--- src/pkg/hbs_pkg.sv ---
/*
  Constants, field layout and types shared by the bridge fault supervisor.
  Assumes a 10 MHz system clock and an AXI4-Lite register port.
*/
// Functional notes
// - Low-side current over limit for blanking interval: low off, high on, peak diagnostic bit.
// - Peak limit level is programmable; shutdown thresholds follow the programmed level.
// - Peak limiting sets only its diagnostic bit, no status flag, no lockout.
// - Low-side over shutdown longer than fault delay while blanking: lockout, short-to-supply.
// - High-side over shutdown longer than fault delay: lockout, short-to-ground bit.
// - Active high and low side both overcurrent: lockout, shorted-load bit.
// - Overtemperature shutdown indication: lockout, status flag, overtemperature bit.
// - Temperature limit region reduces peak limit and sets reduction bit and lower thermal region bit only.
// - Two thermal region bits readable; cleared by re-enable edge or diagnostic read.
// - Reduced peak limit stays latched until re-enable edge or diagnostic read.
// - Thermal reduction never touches the shutdown thresholds.
// - Open-load check only with switches off, entered through the enable pins.
// - Enable high, disable low: both bits set normal, both clear standby.
// - Open load when output one above and output two below reference.
// - Low-power pump bit; any limiting event forces high-power pump mode.
// - Supply or pump undervoltage floats outputs, unlatched, recovers automatically.
// - Logic-supply undervoltage: latched lockout, diagnostics and configuration lost.
// - Lockout left only by enable rise with disable low or disable fall.
// - Status flag pulled low on enable fall, released on rise, latched on faults.
// - Disable pin is an input unless status-flag mode bit is set.
package hbs_pkg;

  localparam int CLK_NS = 100;
  localparam int TB_NS  = 2000;
  localparam int TDF_NS = 1000;
  localparam int TA_NS  = 5000;
  localparam int TB_CYC_I  = (TB_NS + CLK_NS - 1) / CLK_NS;
  localparam int TDF_CYC_I = (TDF_NS + CLK_NS - 1) / CLK_NS;
  localparam int TA_CYC_I  = TA_NS / CLK_NS;

  typedef logic [7:0]  hbs_cnt_t;
  typedef logic [7:0]  hbs_addr_t;
  typedef logic [31:0] hbs_word_t;

  localparam hbs_cnt_t TB_CYC  = hbs_cnt_t'(TB_CYC_I);
  localparam hbs_cnt_t TDF_CYC = hbs_cnt_t'(TDF_CYC_I);
  localparam hbs_cnt_t TA_CYC  = hbs_cnt_t'(TA_CYC_I);
  localparam hbs_cnt_t CNT_ZERO = 8'h00;
  localparam hbs_cnt_t CNT_ONE  = 8'h01;

  localparam hbs_addr_t REG_CONFIG = 8'h00;
  localparam hbs_addr_t REG_DIAG   = 8'h04;
  localparam hbs_addr_t REG_STATUS = 8'h08;
  localparam logic [1:0] RESP_OKAY   = 2'h0;
  localparam logic [1:0] RESP_SLVERR = 2'h2;

  localparam int CFG_LIM_LSB = 0;
  localparam int CFG_OE_LSB  = 2;
  localparam int CFG_SFM_BIT = 4;
  localparam int CFG_PMP_BIT = 5;
  localparam logic [7:0] CFG_RST = 8'h0C;

  localparam int DG_PEAK = 0;
  localparam int DG_TRED = 1;
  localparam int DG_OT   = 2;
  localparam int DG_SVS  = 3;
  localparam int DG_SGND = 4;
  localparam int DG_SLD  = 5;
  localparam int DG_OPEN = 6;

  localparam int SYNC_W = 15;

  typedef enum logic [2:0] {
    MD_STANDBY  = 3'h1,
    MD_OPENLOAD = 3'h2,
    MD_NORMAL   = 3'h4
  } hbs_mode_t;

  typedef enum logic [1:0] {
    ST_RUN  = 2'h1,
    ST_LOCK = 2'h2
  } hbs_state_t;

endpackage

--- src/pkg/hbs_sync_if.sv ---
/*
  Carrier between the supervisor and its input synchroniser.
  Assumes both ends share the system clock.
*/
`timescale 1ns/100ps
`default_nettype none
interface hbs_sync_if #(parameter int W = 1);
  logic [W-1:0] raw;
  logic [W-1:0] clean;
  modport sync (input raw, output clean);
  modport user (output raw, input clean);
endinterface
`default_nettype wire

--- src/hdl/hbs_sync.sv ---
/*
  Three-stage input synchroniser with agreement filter.
  Assumes raw inputs are asynchronous to i_clk_sys.
*/
`timescale 1ns/100ps
`default_nettype none
module hbs_sync #(parameter int W = 1) (
  input  wire logic  i_clk_sys,
  input  wire logic  i_rst,
  hbs_sync_if.sync   sif
);
  typedef struct packed {
    logic [W-1:0] f1;
    logic [W-1:0] f2;
    logic [W-1:0] f3;
    logic [W-1:0] clean;
  } hbs_sst_t;

  hbs_sst_t q;
  hbs_sst_t d;

  always_comb begin
    d = q;
    d.f1 = sif.raw;
    d.f2 = q.f1;
    d.f3 = q.f2;
    // First stage feeds only the second; change counts once stages two and three agree
    for (int i = 0; i < W; i++) begin
      if (q.f2[i] == q.f3[i]) begin
        d.clean[i] = q.f3[i];
      end
    end
  end

  always_ff @(posedge i_clk_sys) begin
    if (i_rst) begin
      q <= '0;
    end else begin
      q <= d;
    end
  end

  assign sif.clean = q.clean;
endmodule // hbs_sync
`default_nettype wire

--- src/hdl/hbs_supervisor.sv ---
/*
  Fault and mode supervisor of a four-switch motor bridge, with AXI4-Lite registers.
  Assumes analog comparators and pins are asynchronous; gate commands come
  from same-clock bridge logic.
*/
// Our own choices: the AXI4-Lite slave port and the address map.
`timescale 1ns/100ps
`default_nettype none
module hbs_supervisor (
  input  wire logic             i_clk_sys,
  input  wire logic             i_rst,
  input  wire logic             i_awvalid,
  output logic                  o_awready,
  input  wire hbs_pkg::hbs_addr_t i_awaddr,
  input  wire logic             i_wvalid,
  output logic                  o_wready,
  input  wire hbs_pkg::hbs_word_t i_wdata,
  input  wire logic [3:0]       i_wstrb,
  output logic                  o_bvalid,
  input  wire logic             i_bready,
  output logic [1:0]            o_bresp,
  input  wire logic             i_arvalid,
  output logic                  o_arready,
  input  wire hbs_pkg::hbs_addr_t i_araddr,
  output logic                  o_rvalid,
  input  wire logic             i_rready,
  output hbs_pkg::hbs_word_t    o_rdata,
  output logic [1:0]            o_rresp,
  input  wire logic             i_en,
  input  wire logic             i_disable_or_status_pin,
  output logic                  o_disable_or_status_pin,
  output logic                  o_disable_or_status_pin_oe,
  input  wire logic [1:0]       i_ls_over_limit,
  input  wire logic [1:0]       i_ls_over_sd,
  input  wire logic [1:0]       i_hs_over_sd,
  input  wire logic             i_ot_sd,
  input  wire logic             i_t_limit,
  input  wire logic             i_uv_vs,
  input  wire logic             i_uv_pump,
  input  wire logic             i_uv_vcc,
  input  wire logic             i_out1_above_ref,
  input  wire logic             i_out2_above_ref,
  input  wire logic [1:0]       i_hs_cmd,
  input  wire logic [1:0]       i_ls_cmd,
  output logic [1:0]            o_hs_on,
  output logic [1:0]            o_ls_on,
  output logic [1:0]            o_limit_level,
  output logic [1:0]            o_sd_level,
  output logic                  o_pump_low_power,
  output logic                  o_open_load_en,
  output logic                  o_standby
);
  import hbs_pkg::*;

  typedef struct packed {
    hbs_state_t           fsm;
    logic [7:0]           cfg;
    logic [6:0]           diag;
    logic                 th_lo;
    logic                 th_hi;
    logic                 red;
    logic                 pump_force;
    logic                 sf_low;
    logic                 en_d;
    logic                 dis_d;
    logic [1:0][7:0]      blank;
    logic [1:0][7:0]      lsf;
    logic [1:0][7:0]      hsf;
    logic [1:0][7:0]      fw;
    logic [1:0]           hs_on;
    logic [1:0]           ls_on;
    logic [1:0]           lim;
    logic [1:0]           sdl;
    logic                 pump;
    logic                 olen;
    logic                 stby;
    logic                 aw_got;
    hbs_addr_t            aw_addr;
    logic                 w_got;
    hbs_word_t            w_data;
    logic                 w_strb0;
    logic                 bvalid;
    logic [1:0]           bresp;
    logic                 rvalid;
    hbs_word_t            rdata;
    logic [1:0]           rresp;
  } hbs_st_t;

  localparam hbs_st_t ST_RST = '{fsm: ST_LOCK, cfg: CFG_RST, sf_low: 1'b1,
                                 stby: 1'b1, default: '0};

  hbs_st_t q;
  hbs_st_t d;

  hbs_sync_if #(.W(SYNC_W)) sif ();

  assign sif.raw = {i_en, i_disable_or_status_pin, i_ls_over_limit, i_ls_over_sd, i_hs_over_sd,
                    i_ot_sd, i_t_limit, i_uv_vs, i_uv_pump, i_uv_vcc,
                    i_out1_above_ref, i_out2_above_ref};

  hbs_sync #(.W(SYNC_W)) u_sync (
    .i_clk_sys (i_clk_sys),
    .i_rst     (i_rst),
    .sif       (sif)
  );

  logic       s_en;
  logic       s_dis;
  logic [1:0] s_ls_lim;
  logic [1:0] s_ls_sd;
  logic [1:0] s_hs_sd;
  logic       s_ot;
  logic       s_thermal_limit_point;
  logic       s_uv_vs;
  logic       s_uv_pump;
  logic       s_uv_vcc;
  logic       s_out1;
  logic       s_out2;

  assign {s_en, s_dis, s_ls_lim, s_ls_sd, s_hs_sd, s_ot, s_thermal_limit_point, s_uv_vs,
          s_uv_pump, s_uv_vcc, s_out1, s_out2} = sif.clean;

  logic      sfm;
  logic      dis_in;
  logic      en_rise;
  logic      en_fall;
  logic      reen;
  logic      uv_nl;
  logic      diag_rd;
  logic      clr;
  logic      run;
  logic      latch;
  logic      lim_any;
  hbs_mode_t mode;
  logic [1:0] oe_bits;
  logic [1:0] prog;
  logic [1:0] lim_ev;
  logic [1:0] f_svs;
  logic [1:0] f_sgnd;
  logic [1:0] f_sld;
  logic      aw_hs;
  logic      w_hs;
  logic      ar_hs;
  hbs_addr_t wa;
  hbs_word_t wd;
  logic      ws0;

  assign sfm     = q.cfg[CFG_SFM_BIT];
  assign dis_in  = sfm ? 1'b0 : s_dis;
  assign en_rise = s_en & ~q.en_d;
  assign en_fall = ~s_en & q.en_d;
  assign reen    = (en_rise & ~dis_in) | (~dis_in & q.dis_d & s_en);
  assign uv_nl   = s_uv_vs | s_uv_pump;
  assign oe_bits = q.cfg[CFG_OE_LSB +: 2];
  assign prog    = q.cfg[CFG_LIM_LSB +: 2];
  assign aw_hs   = i_awvalid & o_awready;
  assign w_hs    = i_wvalid & o_wready;
  assign ar_hs   = i_arvalid & o_arready;
  assign diag_rd = ar_hs & (i_araddr == REG_DIAG);
  assign clr     = reen | diag_rd;

  // Mixed output-enable bits with both enables active fall back to standby
  always_comb begin
    mode = MD_STANDBY;
    if (!s_en || dis_in) begin
      mode = (&oe_bits) ? MD_OPENLOAD : MD_STANDBY;
    end else if (&oe_bits) begin
      mode = MD_NORMAL;
    end
  end

  assign run = (mode == MD_NORMAL) & (q.fsm == ST_RUN) & ~uv_nl;

  always_comb begin
    d = q;
    lim_ev = '0;
    f_svs  = '0;
    f_sgnd = '0;
    f_sld  = '0;
    d.en_d  = s_en;
    d.dis_d = dis_in;

    for (int i = 0; i < 2; i++) begin
      if (q.fw[i] != CNT_ZERO) begin
        d.fw[i] = q.fw[i] - CNT_ONE;
      end
      if (run && i_ls_cmd[i] && s_ls_lim[i] && q.fw[i] == CNT_ZERO) begin
        d.blank[i] = q.blank[i] + CNT_ONE;
      end else begin
        d.blank[i] = CNT_ZERO;
      end
      if (q.blank[i] == TB_CYC) begin
        lim_ev[i]  = 1'b1;
        d.blank[i] = CNT_ZERO;
        d.fw[i]    = TA_CYC;
      end
      // Shutdown delay only counts inside the blanking window
      if (run && s_ls_sd[i] && q.blank[i] != CNT_ZERO) begin
        d.lsf[i] = q.lsf[i] + CNT_ONE;
      end else begin
        d.lsf[i] = CNT_ZERO;
      end
      f_svs[i] = (q.lsf[i] == TDF_CYC);
      if (run && s_hs_sd[i]) begin
        d.hsf[i] = q.hsf[i] + CNT_ONE;
      end else begin
        d.hsf[i] = CNT_ZERO;
      end
      f_sgnd[i] = (q.hsf[i] == TDF_CYC);
      f_sld[i] = run & i_hs_cmd[i] & s_hs_sd[i] & i_ls_cmd[1-i] & s_ls_lim[1-i];
    end

    lim_any = |lim_ev;
    latch = (|f_svs) | (|f_sgnd) | (|f_sld) | s_ot;

    // Set wins over clear for every sticky bit
    d.diag = clr ? '0 : q.diag;
    if (lim_any) d.diag[DG_PEAK] = 1'b1;
    if (s_thermal_limit_point && !s_ot) d.diag[DG_TRED] = 1'b1;
    if (s_ot) d.diag[DG_OT] = 1'b1;
    if (|f_svs) d.diag[DG_SVS] = 1'b1;
    if (|f_sgnd) d.diag[DG_SGND] = 1'b1;
    if (|f_sld) d.diag[DG_SLD] = 1'b1;
    if (mode == MD_OPENLOAD && s_out1 && !s_out2) begin
      d.diag[DG_OPEN] = 1'b1;
    end
    d.th_lo = (q.th_lo & ~clr) | s_thermal_limit_point;
    d.th_hi = (q.th_hi & ~clr) | s_ot;
    d.red   = (q.red & ~clr) | (s_thermal_limit_point & ~s_ot);

    unique case (q.fsm)
      ST_RUN: begin
        if (latch) d.fsm = ST_LOCK;
      end
      ST_LOCK: begin
        if (reen && !latch) d.fsm = ST_RUN;
      end
      default: d.fsm = ST_LOCK;
    endcase

    // Peak limiting alone never raises the flag
    if (latch) begin
      d.sf_low = 1'b1;
    end else if (en_rise) begin
      d.sf_low = 1'b0;
    end else if (en_fall) begin
      d.sf_low = 1'b1;
    end

    if (lim_any) d.pump_force = 1'b1;

    // Write path: address and data taken in either order
    wa  = aw_hs ? i_awaddr : q.aw_addr;
    wd  = w_hs ? i_wdata : q.w_data;
    ws0 = w_hs ? i_wstrb[0] : q.w_strb0;
    if (aw_hs) begin
      d.aw_got  = 1'b1;
      d.aw_addr = i_awaddr;
    end
    if (w_hs) begin
      d.w_got   = 1'b1;
      d.w_data  = i_wdata;
      d.w_strb0 = i_wstrb[0];
    end
    if (q.bvalid && i_bready) d.bvalid = 1'b0;
    if ((q.aw_got || aw_hs) && (q.w_got || w_hs)) begin
      d.aw_got = 1'b0;
      d.w_got  = 1'b0;
      d.bvalid = 1'b1;
      d.bresp  = RESP_SLVERR;
      if (wa == REG_CONFIG) begin
        d.bresp = RESP_OKAY;
        if (ws0) begin
          d.cfg = wd[7:0];
          d.pump_force = lim_any;
        end
      end
    end

    if (q.rvalid && i_rready) d.rvalid = 1'b0;
    if (ar_hs) begin
      d.rvalid = 1'b1;
      d.rresp  = RESP_OKAY;
      d.rdata  = '0;
      if (i_araddr == REG_CONFIG) begin
        d.rdata[7:0] = q.cfg;
      end else if (i_araddr == REG_DIAG) begin
        d.rdata[6:0] = q.diag;
      end else if (i_araddr == REG_STATUS) begin
        d.rdata[9:0] = {mode, uv_nl, q.pump, q.lim, q.th_hi, q.th_lo,
                        q.fsm == ST_LOCK};
      end else begin
        d.rresp = RESP_SLVERR;
      end
    end

    // Logic-supply loss wipes everything the controller programmed
    if (s_uv_vcc) begin
      d.fsm    = ST_LOCK;
      d.cfg    = CFG_RST;
      d.diag   = '0;
      d.th_lo  = 1'b0;
      d.th_hi  = 1'b0;
      d.red    = 1'b0;
      d.sf_low = 1'b1;
      d.pump_force = 1'b0;
    end

    // Reduction narrows only the peak limit, one step down
    d.lim = (d.red && d.cfg[CFG_LIM_LSB +: 2] != 2'h0) ?
            d.cfg[CFG_LIM_LSB +: 2] - 2'h1 : d.cfg[CFG_LIM_LSB +: 2];
    d.sdl = d.cfg[CFG_LIM_LSB +: 2];
    d.pump = d.cfg[CFG_PMP_BIT] & ~d.pump_force;

    for (int i = 0; i < 2; i++) begin
      d.hs_on[i] = run & ~latch & ~s_uv_vcc & (i_hs_cmd[i] | (d.fw[i] != CNT_ZERO));
      d.ls_on[i] = run & ~latch & ~s_uv_vcc & i_ls_cmd[i] & (d.fw[i] == CNT_ZERO);
    end
    d.olen = (mode == MD_OPENLOAD);
    d.stby = (mode == MD_STANDBY);
  end

  always_ff @(posedge i_clk_sys) begin
    if (i_rst) begin
      q <= ST_RST;
    end else begin
      q <= d;
    end
  end

  assign o_awready = ~q.aw_got & ~q.bvalid;
  assign o_wready  = ~q.w_got & ~q.bvalid;
  assign o_bvalid  = q.bvalid;
  assign o_bresp   = q.bresp;
  assign o_arready = ~q.rvalid;
  assign o_rvalid  = q.rvalid;
  assign o_rdata   = q.rdata;
  assign o_rresp   = q.rresp;

  assign o_disable_or_status_pin    = 1'b0;
  assign o_disable_or_status_pin_oe = sfm & (q.sf_low | uv_nl);
  assign o_hs_on          = q.hs_on;
  assign o_ls_on          = q.ls_on;
  assign o_limit_level    = q.lim;
  assign o_sd_level       = q.sdl;
  assign o_pump_low_power = q.pump;
  assign o_open_load_en   = q.olen;
  assign o_standby        = q.stby;
endmodule // hbs_supervisor
`default_nettype wire

--- config.mk ---
export PLATFORM = sky130hd
export DESIGN_NAME = hbs_supervisor
export DESIGN_NICKNAME = d
export VERILOG_FILES = /design/src/pkg/hbs_pkg.sv /design/src/pkg/hbs_sync_if.sv /design/src/hdl/hbs_sync.sv /design/src/hdl/hbs_supervisor.sv
export SDC_FILE = /design/constraint.sdc
export NUM_CORES = 1
export LEC_CHECK = 0
export BUFFER_PORTS_ARGS = -buffer_cell sky130_fd_sc_hd__buf_2
export CORE_ASPECT_RATIO = 1.2
export CORE_MARGIN = 3
export CORE_UTILIZATION = 55
export CTS_CLUSTER_SIZE = 14
export DETAILED_ROUTE_END_ITERATION = 7
export PLACE_DENSITY = 0.8
export SKIP_LAST_GASP = 1
export SLEW_MARGIN = 20
export SYNTH_ARGS = -nofsm -noshare
export SYNTH_HDL_FRONTEND = slang
export SYNTH_SLANG_ARGS = --single-unit
--- constraint.sdc ---
create_clock -name i_clk_sys -period 5.3 [get_ports i_clk_sys]
set_input_delay 0.53 -clock i_clk_sys [delete_from_list [all_inputs] [get_ports i_clk_sys]]
set_output_delay 0.53 -clock i_clk_sys [all_outputs]
set_load 0.01 [all_outputs]
# After elaboration in Yosys (flattened, before gate mapping)

Cells that the tools add are included.

Bits in registers: 194
Output and inout bits: 54
Logic and storage cells: 280

Add/subtract/negate cells: 9
Equal/unequal tests: 30
Mux-type cells: 49
Bitwise operators: 66
Reduce and logical (&&, ||, !) cells: 66

Operators with widths:

| operator                                          | number |
|---|---|
| two-way mux 8 bit                                 | 7 |
| adder 8 x 1 -> 8 bit (second input constant)      | 6 |
| zero test 8 bit                                   | 6 |
| nonzero test 8 bit                                | 6 |
| == test 8 x 4 -> 1 bit (second input constant)    | 5 |
| bitwise AND 1 bit                                 | 35 |
| two-way mux 35 bit                                | 1 |
| nonzero test 2 bit                                | 11 |
| logical AND 1 bit                                 | 20 |
| two-way mux 1 bit                                 | 20 |
| OR reduction 2 bit                                | 10 |
| inverter 1 bit                                    | 19 |
| two-way mux 18 bit                                | 1 |
| two-way mux 2 bit                                 | 9 |
| two-way mux 6 bit                                 | 3 |
| == test 8 x 5 -> 1 bit (second input constant)    | 2 |
| subtractor 8 x 1 -> 8 bit (second input constant) | 2 |
| == test 1 bit                                     | 15 |
| two-way mux 7 bit                                 | 2 |
| two-way mux 3 bit                                 | 4 |
| OR 1 bit                                          | 12 |
| two-way mux 10 bit                                | 1 |
| OR reduction 3 bit                                | 3 |
| == test 8 x 3 -> 1 bit (second input constant)    | 1 |
| other kinds (12)                                  | 19 |

# Logic depth before layout (Yosys ltp)

Word-level depth: 18
Depth in mapped cells: 10

# Hierarchy

From an unflattened synthesis, not the netlist that was laid out.

Cell total of the unflattened synthesis: 835
Area total of the unflattened synthesis: 7753.7 µm²

Modules (own cells, without submodules):

| module         | instances | cells each | area an instance (µm²) | seq. area each (µm²) |
|---|---|---|---|---|
| hbs_supervisor | 1         | 664        | 5921.9                 | 2602.5 |
| hbs_sync       | 1         | 171        | 1831.8                 | 1201.2 |

# Least setup slack after synthesis

Ideal clock, no wire load.

Kind: input port to flip-flop
From: input i_wvalid
To: register q (netlist bit o_limit_level[1])
Setup time: 0.069 ns
Arrival: 2.719 ns
Data required time: 5.231 ns
Slack: 2.512 ns
Stages: 10
Path buffers: 2
Path through: nor3b_1 buf_4 mux2_2 o211a_1 buf_4 mux2i_1 or2_1 ha_1 or4_1 o21ai_1

Word-level cells in the longest chain between the ends: 9

Ends and longest elaborated chain:

| item                                                                              | line                                         | RTL |
|---|---|---|
| from (decl)                                                                       | hbs_supervisor.sv:15                         | `input wire logic i_wvalid,` |
| bitwise AND 1 bit *                                                               | hbs_supervisor.sv:157                        | `assign w_hs = i_wvalid & o_wready;` |
| two-way mux 8 bit / two-way mux 1 bit (equally long branches)                     | hbs_supervisor.sv:254, hbs_supervisor.sv:255 |  |
| two-way mux 6 bit                                                                 | hbs_supervisor.sv:273                        | `if (ws0) begin` |
| two-way mux 6 bit                                                                 | hbs_supervisor.sv:271                        | `if (wa == REG_CONFIG) begin` |
| two-way mux 6 bit *                                                               | hbs_supervisor.sv:266                        | `if ((q.aw_got \|\| aw_hs) && (q.w_got \|\| w_hs)) begin` |
| two-way mux 18 bit *                                                              | hbs_supervisor.sv:298                        | `if (s_uv_vcc) begin` |
| parallel branches: the longest is 2 deep, another holds subtractor 2 x 1 -> 2 bit | --                                           |  |
| two-way mux 2 bit *                                                               | hbs_supervisor.sv:310                        | `d.lim = (d.red && d.cfg[CFG_LIM_LSB +: 2] != 2'h0) ?` |
| to (signal assigned)                                                              | hbs_supervisor.sv:325                        | `q <= ST_RST;` |
| to (signal assigned)                                                              | hbs_supervisor.sv:327                        | `q <= d;` |
| to (decl)                                                                         | hbs_supervisor.sv:92                         | `hbs_st_t q;` |

Mark *: on every way between the ends.
A chain may end at the register's enable or synchronous reset.

# Worst setup path in the final report

From: register q (netlist bit o_bvalid)
To: register q (netlist bit o_limit_level[1])

Word-level cells in the longest chain between the ends: 11

Ends and longest elaborated chain:

| item                                                                              | line                                         | RTL |
|---|---|---|
| inverter 1 bit *                                                                  | hbs_supervisor.sv:331, hbs_supervisor.sv:332 |  |
| bitwise AND 1 bit, on equally long branches                                       | hbs_supervisor.sv:331, hbs_supervisor.sv:332 |  |
| bitwise AND 1 bit, on equally long branches                                       | hbs_supervisor.sv:156, hbs_supervisor.sv:157 |  |
| two-way mux 8 bit, or another cell as far along                                   | hbs_supervisor.sv:253                        | `wa = aw_hs ? i_awaddr : q.aw_addr;` |
| zero test 8 bit / two-way mux 6 bit (equally long branches)                       | hbs_supervisor.sv:271, hbs_supervisor.sv:273 |  |
| two-way mux 6 bit                                                                 | hbs_supervisor.sv:271                        |  |
| two-way mux 6 bit *                                                               | hbs_supervisor.sv:266                        |  |
| two-way mux 18 bit *                                                              | hbs_supervisor.sv:298                        |  |
| parallel branches: the longest is 2 deep, another holds subtractor 2 x 1 -> 2 bit | --                                           |  |
| two-way mux 2 bit *                                                               | hbs_supervisor.sv:310                        |  |

Marks and branches as above.

==> metrics.csv <==
stage;metric;value;unit
global_routing;vias in the first global route;5089;
setup_path;slowest stage delay, CP;790;ps
placement;Post-DP HPWL;10.18;mm
layout;Post-Layout Cell Count;1058;
timing;WHS;314.8;ps
die;io pins;132;
power_and_ir_drop;PwrDens;387.3;nW/um2
cts;CTS buffer count;17;
global_routing;first-pass GRT wire length;23.29;mm
setup_path;crit start category;flip-flop;
cts;hold buffers post-CTS;0;
route;routed len/inst;13.34;um
timing;Fin. Hold Viols;0;
placement;gpl congestion;0.7982;
synth;sequential area share after synthesis;49.89;%
synth;most used flip-flop cell after synthesis;dfxtp_1;
route;DRT antenna net count;0;
die;Initial Util;56.86;%
cts;CTS tree;yes;
timing;Setup Skew;8.149;ps
layout;diodes inserted;0;
flow_run;MaxCap Viol Count;0;
synth;Synth cell types;61;
die;Core Box Area;13410;um2
route;Post-Route WL;14.11;mm
die;die area;15320;um2
synth;Syn Area/Cell;9.276;um2
layout;final core occ;62.80;%
die;chip height;135.0;um
timing;Slew Limit Fails;0;
cts;post-CTS sizing;0;
synth;async set-reset flop share out of synthesis;0;%
power_and_ir_drop;Clk pwr share;34.0;%
setup_path;CP arrival;3720;ps
cts;clock root buffer;clkbuf_16;
setup_path;Critical Path RT;5660;ps
cts;H-tree depth;4;
route;DRC Markers;0;
power_and_ir_drop;Tot Pwr;0.003262;W
die;horizontal die dimension;113.5;um
timing;Setup TNS;0;ps
synth;Yosys reg bits;190;
timing;Setup violations, final;0;
global_routing;grt ovf;0;
power_and_ir_drop;NetSw;0.0008738;W
power_and_ir_drop;sw frac;26.79;%
cts;Worst-Skew Late Latency;420;ps
layout;layout cells sized above 1;14.16;%
route;DR iter-0 viols;244;
timing;Final Cycle Share;63.42;%
power_and_ir_drop;Internal;0.002388;W
setup_path;CP bufs+invs;0;
timing;Max Clock Freq;297.5;MHz
setup_path;CP endpoint kind;flip-flop;
timing;post-layout min period;3361;ps
route;drt via density;5.176;
layout;Area Growth Syn to Fin;10.45;%
global_routing;largest net degree at the start of global routing;68;
layout;Nets;976;
synth;Mapped Cells;822;
placement;PortBufs;79;
global_routing;initial antenna violation count;0;
cts;# Post-CTS Setup Buffers;0;
timing;Slew @ Worst Pin;915.8;ps
outcome;outcome;completed;
route;Pre-Repair DR Iteration Count;5;
hold_path;classification of the worst-slack hold path;in -> reg;
global_routing;met1 track demand over resource;22.88;%
power_and_ir_drop;leak pwr;3.358;nW
global_routing;GR Util met3;4.886;%
synth;Yosys warnings;0;
power_and_ir_drop;part of the power in registers;49.0;%
cts;clock sink total;190;
route;via count;5476;
timing;RSZ-0062 raised after global routing;no;
setup_path;Top delay family on crit path;simple AND/OR/NAND/NOR gates;
setup_path;crit-path cells;nor3b_2 > and3_1 > o211a_1 > mux2i_1 > or2_1 > ha_1 > or4_1 > o21ai_1;
cts;Max clock buf depth;2;
timing;relative slew slack;38.68;%
cts;Clk pin slew, worst setup/hold paths;60;ps
power_and_ir_drop;Logic pwr share;17.0;%
synth;Netlist Area Pre-Place;7625;um2
setup_path;kind of critical path;reg -> reg;
setup_path;Crit Path Max Fanout;11;
global_routing;GRT busiest layer;met2;
placement;placed cells;1029;
global_routing;All-Layer GR Usage;18.83;%
die;row cnt;46;
global_routing;M2 GR Usage;32.12;%
power_and_ir_drop;peak supply drop;0.2176;mV
setup_path;critical path's slowest cell;nor3b_2;
synth;EDFF count, synth;0;
-- cells in the mapped netlist, drive strengths merged, types with 2 or more instances --
cell type    n  area share [%]
a21oi       37             2.4
a21boi       2            0.20
nor4         4            0.33
nor4b        4            0.46
o31ai        2            0.20
inv         26             1.3
a32oi        3            0.44
or3          2            0.16
xor2        23             2.6
or4b         2            0.26
xnor2       24             2.8
buf         56             5.2
nor2b       53             4.3
or2          7            0.61
a2111oi      2            0.31
or4          9            0.98
nand3       31             2.0
nor3        17             1.2
ha          18             3.0
o211ai       3            0.30
o21a         2            0.20
nor3b        8             1.0
mux2i       22             2.9
o21ai       23             1.6
and3         9            0.74
dfxtp      190              50
nand2       53             2.6
a221oi       6            0.69
and2         7            0.57
clkbuf      10            0.49
and4         2            0.23
a211oi      11             1.1
nor2       125             6.2
mux2         2            0.30
nand2b       7            0.57
nand4        9            0.74
-- per-stage QoR --
step / worst slack [ps] / area [um2]
5_1_grt: 1764 / 8422
3_3_place_gp: 1840 / 7915
6_report: 1939 / 8422
4_1_cts: 1945 / 8422
2_1_floorplan: 2512 / 7715
3_5_place_dp: 1787 / 7915
-- cells in the final DEF, fill, tap and decap left out, types with 18 or more instances in the layout --
master / synthesis / layout
a21oi_1: 37 / 37
buf_2: 1 / 78
conb_1: 1 / 25
dfxtp_1: 190 / 190
ha_1: 18 / 18
inv_1: 26 / 26
mux2i_1: 22 / 22
nand2_1: 53 / 53
nand3_1: 31 / 31
nor2_1: 125 / 125
nor2b_1: 53 / 53
o21ai_0: 19 / 19
xnor2_1: 24 / 24
xor2_1: 23 / 23
-- per-layer routing --
layer / wire length, um / share of wire (%)
met1: 6225 / 44
met2: 7036 / 50
met3: 585 / 4.1
met4: 262 / 1.9
met5: 0 / 0
-- worst reg2reg max path, stage by stage (launching register included) --
cell	delay (ps)
dfxtp_1	380
nor3b_2	790
and3_1	310
o211a_1	440
mux2i_1	420
or2_1	160
ha_1	220
or4_1	490
o21ai_1	80
-- flip-flops by register name, summed over array words and instances, names as in the netlist --
signal / cells
q: 103
o_limit_level: 2
o_bresp: 1
o_rdata: 10
o_rresp: 1
prog: 2
o_rvalid: 1
o_ls_on: 2
oe_bits: 2
o_open_load_en: 1
u_sync.d: 30
u_sync.q: 15
o_pump_low_power: 1
o_standby: 1
o_bvalid: 1
u_sync.sif.clean: 15
o_hs_on: 2
-- logic make-up after synthesis --
family / synth area share, %
DFF: 49.89
adders and majority gates: 2.954
muxes: 3.183
and+or+nand+nor: 23.28
AOI/OAI and AO/OA: 8.287
xor gates and xnor gates: 5.399
other: 0.04918
buffers and inverters: 6.958
-- layout make-up --
cell class / count / area [um2]
Multi-Input combinational cell: 564 / 3391
Sequential cell: 190 / 3804
Timing Repair Buffer: 81 / 412.9
Tap cell: 168 / 210.2
Clock inverter: 7 / 42.54
Fill cell: 1124 / 4989
Clock buffer: 22 / 464.2
Inverter: 26 / 97.59
-- path summary, 6_finish.rpt --
path | slack [ps] | startpoint | endpoint | cells past startpoint
worst max-delay path | 1940 | o_bvalid | o_limit_level[1] | 8
worst min-delay path | 310 | i_t_limit | u_sync.d[35] | 2
worst max register to register | 1940 | o_bvalid | o_limit_level[1] | 8
worst min register to register | 430 | u_sync.d[42] | u_sync.d[27] | 1
-- power groups by stage --
stage | Sequential (W) | Clock (W) | Combinational (W)
after global routing | 0.00161 | 0.00119 | 0.000630
final | 0.00160 | 0.00111 | 0.000554
after floorplan | 0.00161 | 0 | 0.000468
after global placement | 0.00162 | 0 | 0.000539
after detailed placement | 0.00163 | 0 | 0.000556
after CTS | 0.00160 | 0.00114 | 0.000560
Note: power is estimated with default switching activity, not from simulation.
